--- src/bps_map.vh ---
// Register offsets, field positions, reset values and timing counts of the backup power switchover block.
`ifndef BPS_MAP_VH
`define BPS_MAP_VH

// Byte offsets of the register words on the Avalon-MM slave.
`define BPS_ADDR_W           4
`define BPS_OFS_CTRL         4'h0
`define BPS_OFS_STATUS       4'h4
`define BPS_OFS_MASK         4'h8
`define BPS_OFS_STATE        4'hC

// Control register fields.
`define BPS_CTRL_LOWPWR      0
`define BPS_CTRL_PIN1FUNC    1
`define BPS_CTRL_PIN2SRC_LO  2
`define BPS_CTRL_PIN2SRC_HI  3
`define BPS_CTRL_FSEL_LO     4
`define BPS_CTRL_FSEL_HI     5
`define BPS_CTRL_FOFFBAK     6
`define BPS_CTRL_AOFFBAK     7
`define BPS_CTRL_W           8
`define BPS_CTRL_RST         8'h00

// Status register fields; bits 0 to 3 are sticky and cleared by writing one.
`define BPS_ST_CLKFAIL       0
`define BPS_ST_BACKUP        1
`define BPS_ST_ALARM         2
`define BPS_ST_TIMER         3
`define BPS_ST_SEAL          4
`define BPS_ST_W             4
`define BPS_ST_RST           4'h0
`define BPS_MASK_RST         4'h0

// State register fields, read only.
`define BPS_STATE_BACKUP     0
`define BPS_STATE_SEALED     1
`define BPS_STATE_ARMED      2
`define BPS_STATE_SERIAL     3

// Second pin source encodings.
`define BPS_PIN2_OFF         2'h0
`define BPS_PIN2_ALARM       2'h1
`define BPS_PIN2_TIMER       2'h2
`define BPS_PIN2_BOTH        2'h3

// Frequency output selections and timebase divider taps.
`define BPS_FSEL_32K         2'h0
`define BPS_FSEL_8K          2'h1
`define BPS_FSEL_4K          2'h2
`define BPS_FSEL_1K          2'h3
`define BPS_DIV_W            5
`define BPS_TAP_8K           1
`define BPS_TAP_4K           2
`define BPS_TAP_1K           4

// Nominal timebase and core rate.
`define BPS_TIMEBASE_HZ      32768
`define BPS_CORE_HZ          200000000

`endif

--- src/bps_backup_power_switchover.v ---
// Supply switchover, sealing, failure flag, serial port gating and interrupt pin routing.
//
// What this block does
// - Normal entry to backup: below backup and trip.
// - Leave backup when either exit comparator holds; in low-power mode only above-backup.
// - Backup mode disables serial clock and data.
// - Other functions run unless disabled for backup.
// - Total power loss sets clock failure flag.
// - Low-power switching ignores trip threshold entirely.
// - Low-power bit selects mode, gates trip monitor.
// - Sealed: no backup until main first seen.
// - Writing seal bit returns to sealed state.
// - Pin one: interrupt or frequency output.
// - Pin two source: alarm or timer events.
// - Alarm flag readable, optionally on a pin.
// - Timer flag readable, optionally on pin two.
// - Pin two is open drain, low-only.
//
// Decided for this implementation: the address map and the Avalon-MM interface to the registers.
`timescale 1ns/1ps
`include "bps_map.vh"
module bps_backup_power_switchover (
	core_clk,
	rst,
	avs_address,
	avs_read,
	avs_write,
	avs_writedata,
	avs_readdata,
	avs_waitrequest,
	oscInputPin,
	cmpBelowBackup,
	cmpAboveBackup,
	cmpBelowTrip,
	cmpAboveTripHys,
	totalLossPowerUp,
	alarmEvent,
	timerEvent,
	sclIn,
	sdaDriveLow,
	sclGated,
	sdaOut,
	sdaOe,
	backupSel,
	backupDrawEn,
	tripMonitorEn,
	irqFreqOutPinOut,
	irqFreqOutPinOe,
	secondIrqPinOut,
	secondIrqPinOe,
	irq
);
	input  wire                   core_clk;
	input  wire                   rst;
	input  wire [`BPS_ADDR_W-1:0] avs_address;
	input  wire                   avs_read;
	input  wire                   avs_write;
	input  wire [31:0]            avs_writedata;
	output reg  [31:0]            avs_readdata;
	output wire                   avs_waitrequest;
	input  wire                   oscInputPin;
	input  wire                   cmpBelowBackup;
	input  wire                   cmpAboveBackup;
	input  wire                   cmpBelowTrip;
	input  wire                   cmpAboveTripHys;
	input  wire                   totalLossPowerUp;
	input  wire                   alarmEvent;
	input  wire                   timerEvent;
	input  wire                   sclIn;
	input  wire                   sdaDriveLow;
	output reg                    sclGated;
	output wire                   sdaOut;
	output reg                    sdaOe;
	output reg                    backupSel;
	output reg                    backupDrawEn;
	output reg                    tripMonitorEn;
	output wire                   irqFreqOutPinOut;
	output reg                    irqFreqOutPinOe;
	output wire                   secondIrqPinOut;
	output reg                    secondIrqPinOe;
	output wire                   irq;

	// Synchronised comparator and timebase levels.
	wire [4:0] cmpSync;
	wire       oscSync;
	wire       belowBackupS;
	wire       aboveBackupS;
	wire       belowTripS;
	wire       aboveTripS;
	wire       totalLossS;

	// Timebase edge and sampled comparator state.
	reg        oscPrev_r;
	wire       oscTick;
	reg  [3:0] cmpTb_r;
	reg        totalLossPrev_r;
	wire       totalLossRise;

	// Supply mode and seal state.
	reg        backup_r;
	reg        backupNxt;
	reg        sealed_r;
	reg        armed_r;
	wire       mainLost;
	wire       mainGood;
	wire       enterNormal;
	wire       enterLowPower;

	// Registers.
	reg  [`BPS_CTRL_W-1:0] ctrl_r;
	reg  [`BPS_ST_W-1:0]   status_r;
	reg  [`BPS_ST_W-1:0]   statusNxt;
	reg  [`BPS_ST_W-1:0]   mask_r;
	reg                    ack_r;
	reg  [31:0]            readNxt;
	wire                   busReq;
	wire                   wrTake;
	wire                   wrCtrl;
	wire                   wrStatus;
	wire                   wrMask;
	wire [`BPS_ST_W-1:0]   setEvents;
	wire [`BPS_ST_W-1:0]   clrBits;

	// Pin routing.
	wire       lowPowerSel;
	wire       pin1FreqSel;
	wire [1:0] pin2Src;
	wire       freqOffInBackup;
	wire       alarmOffInBackup;
	wire       alarmActive;
	wire       freqActive;
	wire       freqWave;
	reg        pin2Assert;
	wire       pin1Low;

	bps_sync #(
		.WIDTH   (5)
	) u_cmp_sync (
		.core_clk(core_clk),
		.rst     (rst),
		.asyncIn ({totalLossPowerUp, cmpAboveTripHys, cmpBelowTrip, cmpAboveBackup, cmpBelowBackup}),
		.syncOut (cmpSync)
	);

	// The timebase pin may carry a crystal signal or an external square wave; both look alike here.
	// Timebase level capture
	bps_sync #(
		.WIDTH   (1)
	) u_osc_sync (
		.core_clk(core_clk),
		.rst     (rst),
		.asyncIn (oscInputPin),
		.syncOut (oscSync)
	);

	assign belowBackupS = cmpSync[0];
	assign aboveBackupS = cmpSync[1];
	assign belowTripS   = cmpSync[2];
	assign aboveTripS   = cmpSync[3];
	assign totalLossS   = cmpSync[4];

	always @(posedge core_clk or posedge rst) begin
		if (rst) begin
			oscPrev_r       <= 1'b0;
			totalLossPrev_r <= 1'b0;
		end else begin
			oscPrev_r       <= oscSync;
			totalLossPrev_r <= totalLossS;
		end
	end

	assign oscTick       = oscSync & ~oscPrev_r;
	assign totalLossRise = totalLossS & ~totalLossPrev_r;

	always @(posedge core_clk or posedge rst) begin
		if (rst) begin
			cmpTb_r <= 4'h0;
		end else if (oscTick) begin
			cmpTb_r <= {aboveTripS, belowTripS, aboveBackupS, belowBackupS};
		end
	end

	assign lowPowerSel      = ctrl_r[`BPS_CTRL_LOWPWR];
	assign pin1FreqSel      = ctrl_r[`BPS_CTRL_PIN1FUNC];
	assign pin2Src          = ctrl_r[`BPS_CTRL_PIN2SRC_HI:`BPS_CTRL_PIN2SRC_LO];
	assign freqOffInBackup  = ctrl_r[`BPS_CTRL_FOFFBAK];
	assign alarmOffInBackup = ctrl_r[`BPS_CTRL_AOFFBAK];

	assign enterNormal   = cmpTb_r[0] & cmpTb_r[2];
	assign enterLowPower = cmpTb_r[0];
	assign mainLost      = lowPowerSel ? enterLowPower : enterNormal;
	assign mainGood      = lowPowerSel ? cmpTb_r[1] : (cmpTb_r[1] | cmpTb_r[3]);

	always @* begin
		backupNxt = backup_r;
		if (!backup_r) begin
			if (mainLost && !sealed_r) begin
				backupNxt = 1'b1;
			end
		end else if (mainGood) begin
			backupNxt = 1'b0;
		end
	end

	always @(posedge core_clk or posedge rst) begin
		if (rst) begin
			backup_r <= 1'b0;
		end else if (oscTick) begin
			backup_r <= backupNxt;
		end
	end

	// Reset is the first main power-up, so the seal is armed to open at the first good supply.
	// Seal opens on main
	always @(posedge core_clk or posedge rst) begin
		if (rst) begin
			sealed_r <= 1'b1;
			armed_r  <= 1'b1;
		end else if (wrStatus && avs_writedata[`BPS_ST_SEAL]) begin
			sealed_r <= 1'b1;
			armed_r  <= 1'b0;
		end else if (oscTick && sealed_r) begin
			if (armed_r && mainGood) begin
				sealed_r <= 1'b0;
			end else if (mainLost) begin
				armed_r <= 1'b1;
			end
		end
	end

	always @(posedge core_clk or posedge rst) begin
		if (rst) begin
			backupSel     <= 1'b0;
			backupDrawEn  <= 1'b0;
			tripMonitorEn <= 1'b1;
			sclGated      <= 1'b0;
			sdaOe         <= 1'b0;
		end else begin
			backupSel     <= backup_r;
			backupDrawEn  <= ~sealed_r;
			tripMonitorEn <= ~lowPowerSel | backup_r;
			sclGated      <= sclIn & ~backup_r;
			sdaOe         <= sdaDriveLow & ~backup_r;
		end
	end

	assign sdaOut = 1'b0;

	// Avalon-MM slave: every access is answered one cycle after it is raised.
	assign busReq          = avs_read | avs_write;
	assign avs_waitrequest = busReq & ~ack_r;
	assign wrTake          = avs_write & ack_r;
	assign wrCtrl          = wrTake & (avs_address == `BPS_OFS_CTRL);
	assign wrStatus        = wrTake & (avs_address == `BPS_OFS_STATUS);
	assign wrMask          = wrTake & (avs_address == `BPS_OFS_MASK);

	always @(posedge core_clk or posedge rst) begin
		if (rst) begin
			ack_r <= 1'b0;
		end else begin
			ack_r <= busReq & ~ack_r;
		end
	end

	always @* begin
		readNxt = 32'h00000000;
		case (avs_address)
			`BPS_OFS_CTRL:   readNxt[`BPS_CTRL_W-1:0] = ctrl_r;
			`BPS_OFS_STATUS: readNxt[`BPS_ST_W:0] = {sealed_r, status_r};
			`BPS_OFS_MASK:   readNxt[`BPS_ST_W-1:0] = mask_r;
			`BPS_OFS_STATE:  readNxt[3:0] = {~backup_r, armed_r, sealed_r, backup_r};
			default:         readNxt = 32'h00000000;
		endcase
	end

	always @(posedge core_clk or posedge rst) begin
		if (rst) begin
			avs_readdata <= 32'h00000000;
		end else if (avs_read && !ack_r) begin
			avs_readdata <= readNxt;
		end
	end

	always @(posedge core_clk or posedge rst) begin
		if (rst) begin
			ctrl_r <= `BPS_CTRL_RST;
			mask_r <= `BPS_MASK_RST;
		end else begin
			if (wrCtrl) begin
				ctrl_r <= avs_writedata[`BPS_CTRL_W-1:0];
			end
			if (wrMask) begin
				mask_r <= avs_writedata[`BPS_ST_W-1:0];
			end
		end
	end

	// Alarm capture stops in backup when disabled for it.
	// Backup disable gating
	assign alarmActive = ~(backup_r & alarmOffInBackup);
	assign freqActive  = ~(backup_r & freqOffInBackup);

	assign setEvents = {timerEvent, alarmEvent & alarmActive, backup_r & ~backupSel, totalLossRise};
	assign clrBits   = wrStatus ? avs_writedata[`BPS_ST_W-1:0] : {`BPS_ST_W{1'b0}};

	// A set in the same cycle as its clear wins.
	always @* begin
		statusNxt = (status_r & ~clrBits) | setEvents;
	end

	always @(posedge core_clk or posedge rst) begin
		if (rst) begin
			status_r <= `BPS_ST_RST;
		end else begin
			status_r <= statusNxt;
		end
	end

	assign irq = |(status_r & mask_r);

	bps_freq_div u_freq_div (
		.core_clk(core_clk),
		.rst     (rst),
		.oscLevel(oscSync),
		.oscTick (oscTick),
		.freqSel (ctrl_r[`BPS_CTRL_FSEL_HI:`BPS_CTRL_FSEL_LO]),
		.freqOut (freqWave)
	);

	assign pin1Low = pin1FreqSel ? (freqActive & ~freqWave) : (status_r[`BPS_ST_ALARM] & alarmActive);

	always @* begin
		pin2Assert = 1'b0;
		case (pin2Src)
			`BPS_PIN2_OFF:   pin2Assert = 1'b0;
			`BPS_PIN2_ALARM: pin2Assert = status_r[`BPS_ST_ALARM] & alarmActive;
			`BPS_PIN2_TIMER: pin2Assert = status_r[`BPS_ST_TIMER];
			`BPS_PIN2_BOTH:  pin2Assert = (status_r[`BPS_ST_ALARM] & alarmActive) | status_r[`BPS_ST_TIMER];
			default:         pin2Assert = 1'b0;
		endcase
	end

	always @(posedge core_clk or posedge rst) begin
		if (rst) begin
			irqFreqOutPinOe <= 1'b0;
			secondIrqPinOe  <= 1'b0;
		end else begin
			irqFreqOutPinOe <= pin1Low;
			secondIrqPinOe  <= pin2Assert;
		end
	end

	assign irqFreqOutPinOut = 1'b0;
	assign secondIrqPinOut  = 1'b0;
endmodule

--- src/bps_sync.v ---
// Two flip-flop synchroniser for a group of level inputs.
`timescale 1ns/1ps
module bps_sync #(
	parameter WIDTH = 1
) (
	core_clk,
	rst,
	asyncIn,
	syncOut
);
	input  wire             core_clk;
	input  wire             rst;
	input  wire [WIDTH-1:0] asyncIn;
	output wire [WIDTH-1:0] syncOut;

	reg [WIDTH-1:0] meta_r;
	reg [WIDTH-1:0] sync_r;

	always @(posedge core_clk or posedge rst) begin
		if (rst) begin
			meta_r <= {WIDTH{1'b0}};
			sync_r <= {WIDTH{1'b0}};
		end else begin
			meta_r <= asyncIn;
			sync_r <= meta_r;
		end
	end

	assign syncOut = sync_r;
endmodule

--- src/bps_freq_div.v ---
// Timebase divider that forms the selectable frequency output.
`timescale 1ns/1ps
`include "bps_map.vh"
module bps_freq_div (
	core_clk,
	rst,
	oscLevel,
	oscTick,
	freqSel,
	freqOut
);
	input  wire       core_clk;
	input  wire       rst;
	input  wire       oscLevel;
	input  wire       oscTick;
	input  wire [1:0] freqSel;
	output reg        freqOut;

	reg [`BPS_DIV_W-1:0] divCnt_r;
	reg                  freqNxt;

	always @(posedge core_clk or posedge rst) begin
		if (rst) begin
			divCnt_r <= {`BPS_DIV_W{1'b0}};
		end else if (oscTick) begin
			divCnt_r <= divCnt_r + {{(`BPS_DIV_W-1){1'b0}}, 1'b1};
		end
	end

	always @* begin
		freqNxt = oscLevel;
		case (freqSel)
			`BPS_FSEL_32K: freqNxt = oscLevel;
			`BPS_FSEL_8K:  freqNxt = divCnt_r[`BPS_TAP_8K];
			`BPS_FSEL_4K:  freqNxt = divCnt_r[`BPS_TAP_4K];
			`BPS_FSEL_1K:  freqNxt = divCnt_r[`BPS_TAP_1K];
			default:       freqNxt = oscLevel;
		endcase
	end

	always @(posedge core_clk or posedge rst) begin
		if (rst) begin
			freqOut <= 1'b0;
		end else begin
			freqOut <= freqNxt;
		end
	end
endmodule

--- config.mk ---
export PLATFORM = sky130hd
export DESIGN_NAME = bps_backup_power_switchover
export DESIGN_NICKNAME = d
export VERILOG_FILES = /design/src/bps_backup_power_switchover.v /design/src/bps_sync.v /design/src/bps_freq_div.v
export VERILOG_INCLUDE_DIRS = /design/src
export SDC_FILE = /design/constraint.sdc
export NUM_CORES = 1
export LEC_CHECK = 0
export BUFFER_PORTS_ARGS = -buffer_cell sky130_fd_sc_hd__buf_2
export CAP_MARGIN = 20
export CORE_MARGIN = 8
export CORE_UTILIZATION = 46
export CTS_BUF_LIST = sky130_fd_sc_hd__clkbuf_4 sky130_fd_sc_hd__clkbuf_8
export CTS_CLUSTER_DIAMETER = 120
export DETAILED_ROUTE_END_ITERATION = 8
export PLACE_DENSITY = 0.78
export SKIP_LAST_GASP = 1
export SLEW_MARGIN = 40
export SYNTH_ARGS = -nofsm -noshare
export SYNTH_HDL_FRONTEND = slang
export SYNTH_SLANG_ARGS = --single-unit
--- constraint.sdc ---
create_clock -name core_clk -period 1.9 [get_ports core_clk]
set_input_delay 0.38 -clock core_clk [delete_from_list [all_inputs] [get_ports core_clk]]
set_output_delay 0.38 -clock core_clk [all_outputs]
set_load 0.01 [all_outputs]
### Word level (Yosys, flattened, before mapping)

Cells that the tools add are included.

| storage, ports and cells | value |
|---|---|
| output and inout port bits | 44 |
| latch bits | 0 |
| RAM bits | 0 |
| memory bits (read-only) | 0 |
| memories | 0 |
| register bits | 59 |

| cells by class | value |
|---|---|
| reductions and logical operators | 16 |
| equal/unequal tests | 10 |
| multiplexer cells | 19 |
| divide/modulo/power cells | 0 |
| magnitude comparators | 0 |
| bitwise logic cells | 34 |
| add/subtract/negate cells | 1 |
| shift operators | 0 |
| multipliers | 0 |

Operators with widths:

| cell | count |
|---|---|
| 1-bit bitwise AND | 16 |
| 4-bit case mux with 4 select lines | 1 |
| 1-bit two-way mux | 13 |
| 1-bit inverter | 10 |
| 4-bit bitwise AND | 2 |
| 2-bit equality test (second input constant) | 4 |
| 4-bit equality test (second input constant) | 2 |
| 1-bit case mux with 4 select lines | 2 |
| 2-bit nonzero test | 3 |
| 5-bit by 1-bit adder with 5-bit output (second input constant) | 1 |
| 1-bit logical AND | 5 |
| 2-bit by 1-bit equality test with 1-bit output (second input constant) | 2 |
| 4-bit by 3-bit equality test with 1-bit output (second input constant) | 1 |
| 2-bit zero test | 2 |
| 4-bit zero test | 1 |
| 4-bit two-way mux | 1 |
| 4-bit inverter | 1 |
| 1-bit OR | 4 |
| 4-bit OR | 1 |
| 4-bit OR reduction | 1 |
| 3-bit two-way mux | 1 |
| 3-bit AND reduction | 1 |
| 1-bit zero test | 2 |
| 2-bit != test (second input constant) | 1 |
| 2 further kinds | 2 |

### Longest topological paths before layout

Gate-level depths: netlist of the first run.

| depth | value |
|---|---|
| depth after elaboration | 6 |
| mapped depth | 5 |

### By module

A second synthesis of the first run with hierarchy kept.

| unflattened totals | value |
|---|---|
| cells, all modules | 195 |
| area, all modules | 2513.7 um^2 |

Modules (own cells, without submodules):

| module | area an instance (um^2) | cells each | instances |
|---|---|---|---|
| bps_backup_power_switchover | 1954.4 | 164 | 1 |
| bps_sync at u_cmp_sync | 254.0 | 11 | 1 |
| bps_freq_div | 251.5 | 17 | 1 |
| bps_sync at u_osc_sync | 53.8 | 3 | 1 |

### Worst setup path before layout of the first run

OpenSTA, ideal clock, no wires.

| path | value |
|---|---|
| path type | input to register |
| start | in avs_address[2] |
| end | reg mask_r[0] |
| slack | 0.483 ns |
| required time | 1.775 ns |
| stages on the path | 4 |
| arrival | 1.293 ns |
| path through | clkbuf_8 > nor3_2 > and4_1 > mux2_2 |

| between the ends | value |
|---|---|
| longest elaborated chain between the ends | 2 |

Ends and longest elaborated chain:

| what | RTL line | source |
|---|---|---|
| from (decl) | bps_backup_power_switchover.v:55 | `` input wire [`BPS_ADDR_W-1:0] avs_address; `` |
| 4-bit equality test | - |  |
| 1-bit bitwise AND | bps_backup_power_switchover.v:255 | `` assign wrMask = wrTake & (avs_address == `BPS_OFS_MASK); `` |
| to (signal assigned) | bps_backup_power_switchover.v:287 | `` mask_r <= `BPS_MASK_RST; `` |
| to (signal assigned) | bps_backup_power_switchover.v:293 | `` mask_r <= avs_writedata[`BPS_ST_W-1:0]; `` |
| to (decl) | bps_backup_power_switchover.v:113 | `` reg [`BPS_ST_W-1:0] mask_r; `` |

No other way between the ends.
A chain may end at the register's enable or synchronous reset.

### Worst setup path after layout of the first run

| path | value |
|---|---|
| start | reg status_r[2] |
| end | out irq |

| between the ends | value |
|---|---|
| longest elaborated chain between the ends | 2 |

Ends and longest elaborated chain:

| what | RTL line | source |
|---|---|---|
| from (decl) | bps_backup_power_switchover.v:111 | `` reg [`BPS_ST_W-1:0] status_r; `` |
| from (signal assigned) | bps_backup_power_switchover.v:313 | `` status_r <= `BPS_ST_RST; `` |
| from (signal assigned) | bps_backup_power_switchover.v:315 | `status_r <= statusNxt;` |
| 4-bit bitwise AND | bps_backup_power_switchover.v:319 | `assign irq = \|(status_r & mask_r);` |
| 4-bit OR reduction | bps_backup_power_switchover.v:319 |  |
| to (decl) | bps_backup_power_switchover.v:81 | `output wire irq;` |

No other way between the ends.

==> results.yml, run 1 <==
sta:
  relSlewSlack: 0.636
  finalCriticalPeriod_ps: 1600
  worstMarginPinSlew_ps: 542
  clock_skew_ps: 4.91
  setup_ws_ps: 299
  rsz0062_at_grt: "false"
  final_max_slew_viol_count: 0
  tns_ps: 0
  finalHoldViolCount: 0
  fmax_mhz: 625
  period_share: 0.842
  setup_violations: 0
cts:
  cts.sinks: 59
  cts_hold_buf: 0
  insertion_delay_ps: 330
  cts_made_buffers: 9
  cts.clk_slew.worst_paths_ps: 70
  cts_resized: 0
  post_cts_buffers: 0
  htree_num_levels: 3
  cts_tree: "done"
  cts_buffer_depth: 2
  cts-root-buf: "clkbuf_8"
worst_setup_path:
  worst_path_max_delay_cell: "dfrtp_1"
  r2r_start: "ack_r$_DFF_PP0_"
  cp-start-kind: "flip-flop"
  required_ps: 1520
  worstPathMaxFanout: 5
  critPathMaxStageDelay_ps: 440
  arrival_ps: 1220
  rr_worst_depth: 3
  rrSetupSlack_ps: 350
  crit_chain: "a22oi_1 -> nand2_1 -> buf_2"
  r2r_end: "avs_readdata[0]$_DFFE_PP0P_"
  critPathCaptureType: "output pin"
  crit_type: "flip-flop to output pin"
synth:
  syn_area_um2: 2550
  ys_seq_area_frac: 0.581
  ys_ff_latch: 59
  synth_top_family_by_area: "multiplexers"
  synth.area.mux_share: 0.122
  yosys.area_share.simple: 0.0855
  synth_compound_area_frac: 0.0820
  synthArstFlopShare: 1.00
  ys_types: 44
  synthFlopType: "dfrtp_1"
  syn_avg_cell_area_um2: 13.3
  synth_fa_ha_area_frac: 0.00491
  synth_cells: 192
  yosys_warnings: 0
  synth-edff-count: 0
  synth-xor-area-share: 0.0138
power:
  peakVddDrop_v: 0.000549
  p_leak_nw: 1.38
  cellPowerDensity_nw_per_um2: 1140
  total_power_w: 0.00338
detailed_routing:
  via_per_inst: 4.83
  drcViolationCount: 0
  first_pass_iters: 4
  ant_nets: 0
  drt_iter0_drc: 113
  drt_wl_total_um: 5060
  wire_per_inst_um: 15.9
  vias: 1540
floorplan:
  die_area_um2: 8170
  std_cell_rows: 27
  pin_count: 94
  core-area_um2: 5440
  floorplan.initialDensity: 0.468
  die_w_um: 90.4
  die_y_um: 90.4
grt:
  grt_usage: 0.134
  grt_first_pass_wirelength_um: 8630
  first_global_vias: 1736
  antenna_found_initial: 0
  grt_max_degree: 43
  grt-ovfl-total: 0
cells_and_area:
  final_cells: 319
  syn_to_final_growth_pct: 16.0
  fin_nets: 293
  final_cell_mix: "dfrtp_1 (56), buf_2 (42), conb_1 (27)"
  final_area_um2: 2950
  layout-drive-gt1-share: 0.381
  fillCellCount: 489
  layout_commonest_cell: "dfrtp_1"
  insertedDiodeCount: 0
min_path:
  hp-class: "primary input to asynchronous set/reset pin"
place:
  gp_congestion: 0.827
  pre_cts_slack_ps: 249
  hpwl_um: 3640
  io_buffers: 42
  place_area_um2: 2730
  dp.cells: 303
run:
  drv_cap: 0
outcome:
  status: "complete, no violations"
cell usage after synthesis, types with 2 or more instances:
cell | n | area share
dfrtp_1 | 56 | 0.55
buf_4 | 27 | 0.080
mux2_2 | 15 | 0.066
nand2_1 | 10 | 0.015
inv_1 | 8 | 0.012
mux2_4 | 8 | 0.047
a22oi_1 | 6 | 0.018
a22o_1 | 5 | 0.017
nand3_1 | 4 | 0.0079
nor2_1 | 4 | 0.0059
nor2b_1 | 4 | 0.0098
o221ai_1 | 4 | 0.014
dfstp_2 | 3 | 0.031
nand4_1 | 3 | 0.0074
xnor2_1 | 3 | 0.010
a32o_1 | 2 | 0.0079
buf_6 | 2 | 0.0088
o21ai_0 | 2 | 0.0039
worst max-delay path by stage:
| stage | start | endpoint | slack (ps) | depth (start not counted) |
|---|---|---|---|---|
| floorplan | rst | ack_r$_DFF_PP0_ | 70 | 1 |
| global placement | avs_address[1] | mask_r[2]$_DFFE_PP0P_ | 290 | 4 |
| detailed placement | avs_address[1] | mask_r[0]$_DFFE_PP0P_ | 250 | 4 |
| CTS | status_r[2]$_DFF_PP0_ | irq | 280 | 3 |
| global route | status_r[2]$_DFF_PP0_ | irq | 180 | 3 |
| finish | status_r[2]$_DFF_PP0_ | irq | 300 | 3 |
sequential cells by signal (all words and copies together), names as in the netlist, 4 cells and up:
signal / cells
avs_readdata: 8
cmpTb_r: 4
ctrl_r: 8
mask_r: 4
status_r: 4
u_cmp_sync.meta_r: 5
u_cmp_sync.syncOut: 5
u_freq_div.divCnt_r: 5
layer usage:
layer  part of all wire  up-vias  global-route usage
met5                  0        -                   0
met4              0.017        0              0.0818
met3              0.063        9              0.0482
met2               0.47       50               0.200
met1               0.46      758               0.161
li1                   -      723                   -
area by class of cell:
type	count	area, um2	share of cell area
Timing Repair Buffer	45	245	0.0830
Multi-Input combinational cell	119	887	0.300
Clock buffer	10	131	0.0445
Sequential cell	59	1480	0.501
Inverter	8	30.0	0.0102
Tap cell	72	90.1	0.0305
Clock inverter	6	90.1	0.0305
critical path: cells and delay by family (launching register included):
family,cells,cell delay [ps]
AOI/OAI and AO/OA,1,220
buffers and inverters,1,150
and+or+nand+nor,1,90
DFF,1,440
metrics by stage:
| stage | hold WS [ps] | utilization |
|---|---|---|
| after global placement | 332 | 0.502 |
| after floorplan | 331 | - |
| final | 22.0 | 0.543 |
| after global routing | 37.3 | 0.543 |
| after CTS | 9.24 | 0.543 |
| after detailed placement | 336 | 0.502 |
power breakdown:
part	switching, W	total (W)	internal (W)
combinational	0.000233	0.000500	0.000266
sequential	0.000163	0.00163	0.00147
clock	0.000495	0.00125	0.000754
total	0.000892	0.00338	0.00249
cells by family after synthesis:
kind of cell             count (synthesis)
XOR/XNOR                                 4
flip-flops                              59
buffers and inverters                   40
AND/OR/NAND/NOR                         37
adder cells (fa/ha/maj)                  1
AO/OA/AOI/OAI                           26
multiplexers                            24
other                                    1
(Power assumes the default switching activity.)
==> inputs of run 2 (changes only) <==
--- a/config.mk
+++ b/config.mk
@@ -6,6 +6,7 @@
 export SDC_FILE = /design/constraint.sdc
 export NUM_CORES = 1
 export LEC_CHECK = 0
+export ABC_AREA = 1
 export BUFFER_PORTS_ARGS = -buffer_cell sky130_fd_sc_hd__buf_2
 export CAP_MARGIN = 20
 export CORE_MARGIN = 8
==> constraint.sdc (replaced) <==
create_clock -name core_clk -period 1.4 [get_ports core_clk]
set_input_delay 0.28 -clock core_clk [delete_from_list [all_inputs] [get_ports core_clk]]
set_output_delay 0.28 -clock core_clk [all_outputs]
set_load 0.01 [all_outputs]
==> results.yml, run 2 <==
outcome:
  status: "complete, no violations"
run:
  drv_cap: 0
cells_and_area:
  fin_nets: 379
  layout_commonest_cell: "nand2_1"
  fillCellCount: 492
  syn_to_final_growth_pct: 19.8
  layout-drive-gt1-share: 0.255
  insertedDiodeCount: 0
  final_cell_mix: "nand2_1 (58), dfrtp_1 (55), buf_2 (42)"
  reg_top3: "avs_readdata: 8 flops, ctrl_r: 8 flops"
  final_area_um2: 3060
grt:
  grt_first_pass_wirelength_um: 8780
  grt_max_degree: 60
  grt_usage: 0.133
  antenna_found_initial: 0
  first_global_vias: 1861
  grt-ovfl-total: 0
cts:
  cts_tree: "done"
  cts_hold_buf: 0
  cts_made_buffers: 9
  cts_buffer_depth: 2
  htree_num_levels: 3
  cts.sinks: 59
  cts.clk_slew.worst_paths_ps: 70
  insertion_delay_ps: 340
  cts-root-buf: "clkbuf_8"
place:
  io_buffers: 42
  place_area_um2: 2810
  gp_congestion: 0.864
  hpwl_um: 3750
synth:
  synth-edff-count: 0
  synth_largest_area_cell: "dfrtp_1"
  synth_area_leaders: "dfrtp_1 (55%), nand2_1 (8.5%), buf_4 (7.9%)"
  syn_avg_cell_area_um2: 9.54
  yosys-top-cells-count: "nand2_1 (58), dfrtp_1 (56), buf_4 (27), inv_1 (27), o21ai_0 (26)"
  ys_seq_area_frac: 0.579
  ys_ff_latch: 59
  yosys_warnings: 0
  synth_cells: 268
  synthFlopType: "dfrtp_1"
  synthArstFlopShare: 1.00
  ys_types: 25
  synth.top_cell.area_share: 0.548
  syn_area_um2: 2560
  yosysMostFrequentCell: "nand2_1"
floorplan:
  core-area_um2: 5440
  floorplan.initialDensity: 0.470
  std_cell_rows: 27
  pin_count: 94
  die_w_um: 90.6
  die_area_um2: 8200
  die_y_um: 90.6
worst_setup_path:
  arrival_ps: 1060
  worstPathMaxFanout: 3
  cp-start-kind: "flip-flop"
  crit_type: "flip-flop to output pin"
  critPathCaptureType: "output pin"
  required_ps: 1120
detailed_routing:
  first_pass_iters: 4
  drt_iter0_drc: 154
  drcViolationCount: 0
  ant_nets: 0
  wire_per_inst_um: 12.4
  via_per_inst: 4.51
  vias: 1826
  drt_wl_total_um: 5040
min_path:
  hp-class: "primary input to asynchronous set/reset pin"
power:
  cellPowerDensity_nw_per_um2: 1560
  p_leak_nw: 1.60
  peakVddDrop_v: 0.000850
  total_power_w: 0.00477
sta:
  period_share: 0.954
  rsz0062_at_grt: "false"
  clock_skew_ps: 8.73
  setup_violations: 0
  tns_ps: 0
  fin_hold_ws_ps: 5.60
  finalHoldViolCount: 0
  finalCriticalPeriod_ps: 1340
  fmax_mhz: 749
  final_max_slew_viol_count: 0
-- run 2: path summary, 6_finish.rpt --
path | startpoint | to | slack, ps | depth (start not counted)
max | status_r[0]$_DFF_PP0_ | irq | 60 | 3
min reg2reg | u_cmp_sync.meta_r[0]$_DFF_PP0_ | u_cmp_sync.syncOut[0]$_DFF_PP0_ | 350 | 0
max reg2reg | ack_r$_DFF_PP0_ | ctrl_r[6]$_DFFE_PP0P_ | 240 | 5
min | rst | sclGated$_DFF_PP0_ | 6 | 3
min in group core_clk | cmpAboveBackup | u_cmp_sync.meta_r[1]$_DFF_PP0_ | 40 | 1
max in group asynchronous | rst | tripMonitorEn$_DFF_PP1_ | 1100 | 3
-- run 2: per-layer routing --
metal,global-route usage,up-vias,wire length (um)
met5,0,-,0
met4,0.0666,0,100
met3,0.0565,8,399
met2,0.213,52,2470
met1,0.148,848,2070
li1,-,918,-
-- run 2: cell type report --
class / instances / area [um2] / area share
clock buffer: 9 / 124 / 0.0404
clock inverter: 7 / 100 / 0.0327
inverter: 28 / 109 / 0.0355
multi-input combinational: 176 / 847 / 0.276
sequential: 59 / 1480 / 0.483
tap: 72 / 90.1 / 0.0294
timing repair buffer: 54 / 313 / 0.102
-- run 2: cell families after synthesis --
| kind of cell | count (synthesis) | share of synthesized area |
|---|---|---|
| fa+ha+maj | 1 | 0.00489 |
| simple gates | 108 | 0.199 |
| compound gates | 36 | 0.0739 |
| other cells | 1 | 0.00147 |
| xor+xnor | 4 | 0.0137 |
| flops | 59 | 0.579 |
| buf+inv | 59 | 0.128 |
-- run 2: critical path, cell delays in order (launching register included) --
cell	delay, ps
dfrtp_1	410
nand2_1	80
nand4_1	90
buf_2	150
-- run 2: through the flow --
stage	setup WS, ps	util	instances
floorplan	321	-	294
global placement	165	0.516	385
detailed placement	118	0.516	385
CTS	10.3	0.558	401
global route	1.31	0.563	405
finish	64.8	0.563	405
-- run 2: what timing repair did --
action,4_1_cts,5_1_grt
cloned,0,0
endpoints found under the setup margin,1,1
resized for setup,1,0
setup buffers,0,4
-- run 2: where the power goes --
part | internal [W] | total [W] | switching (W)
Combinational | 0.000312 | 0.000789 | 0.000478
Clock | 0.00101 | 0.00172 | 0.000711
Sequential | 0.00204 | 0.00226 | 0.000215
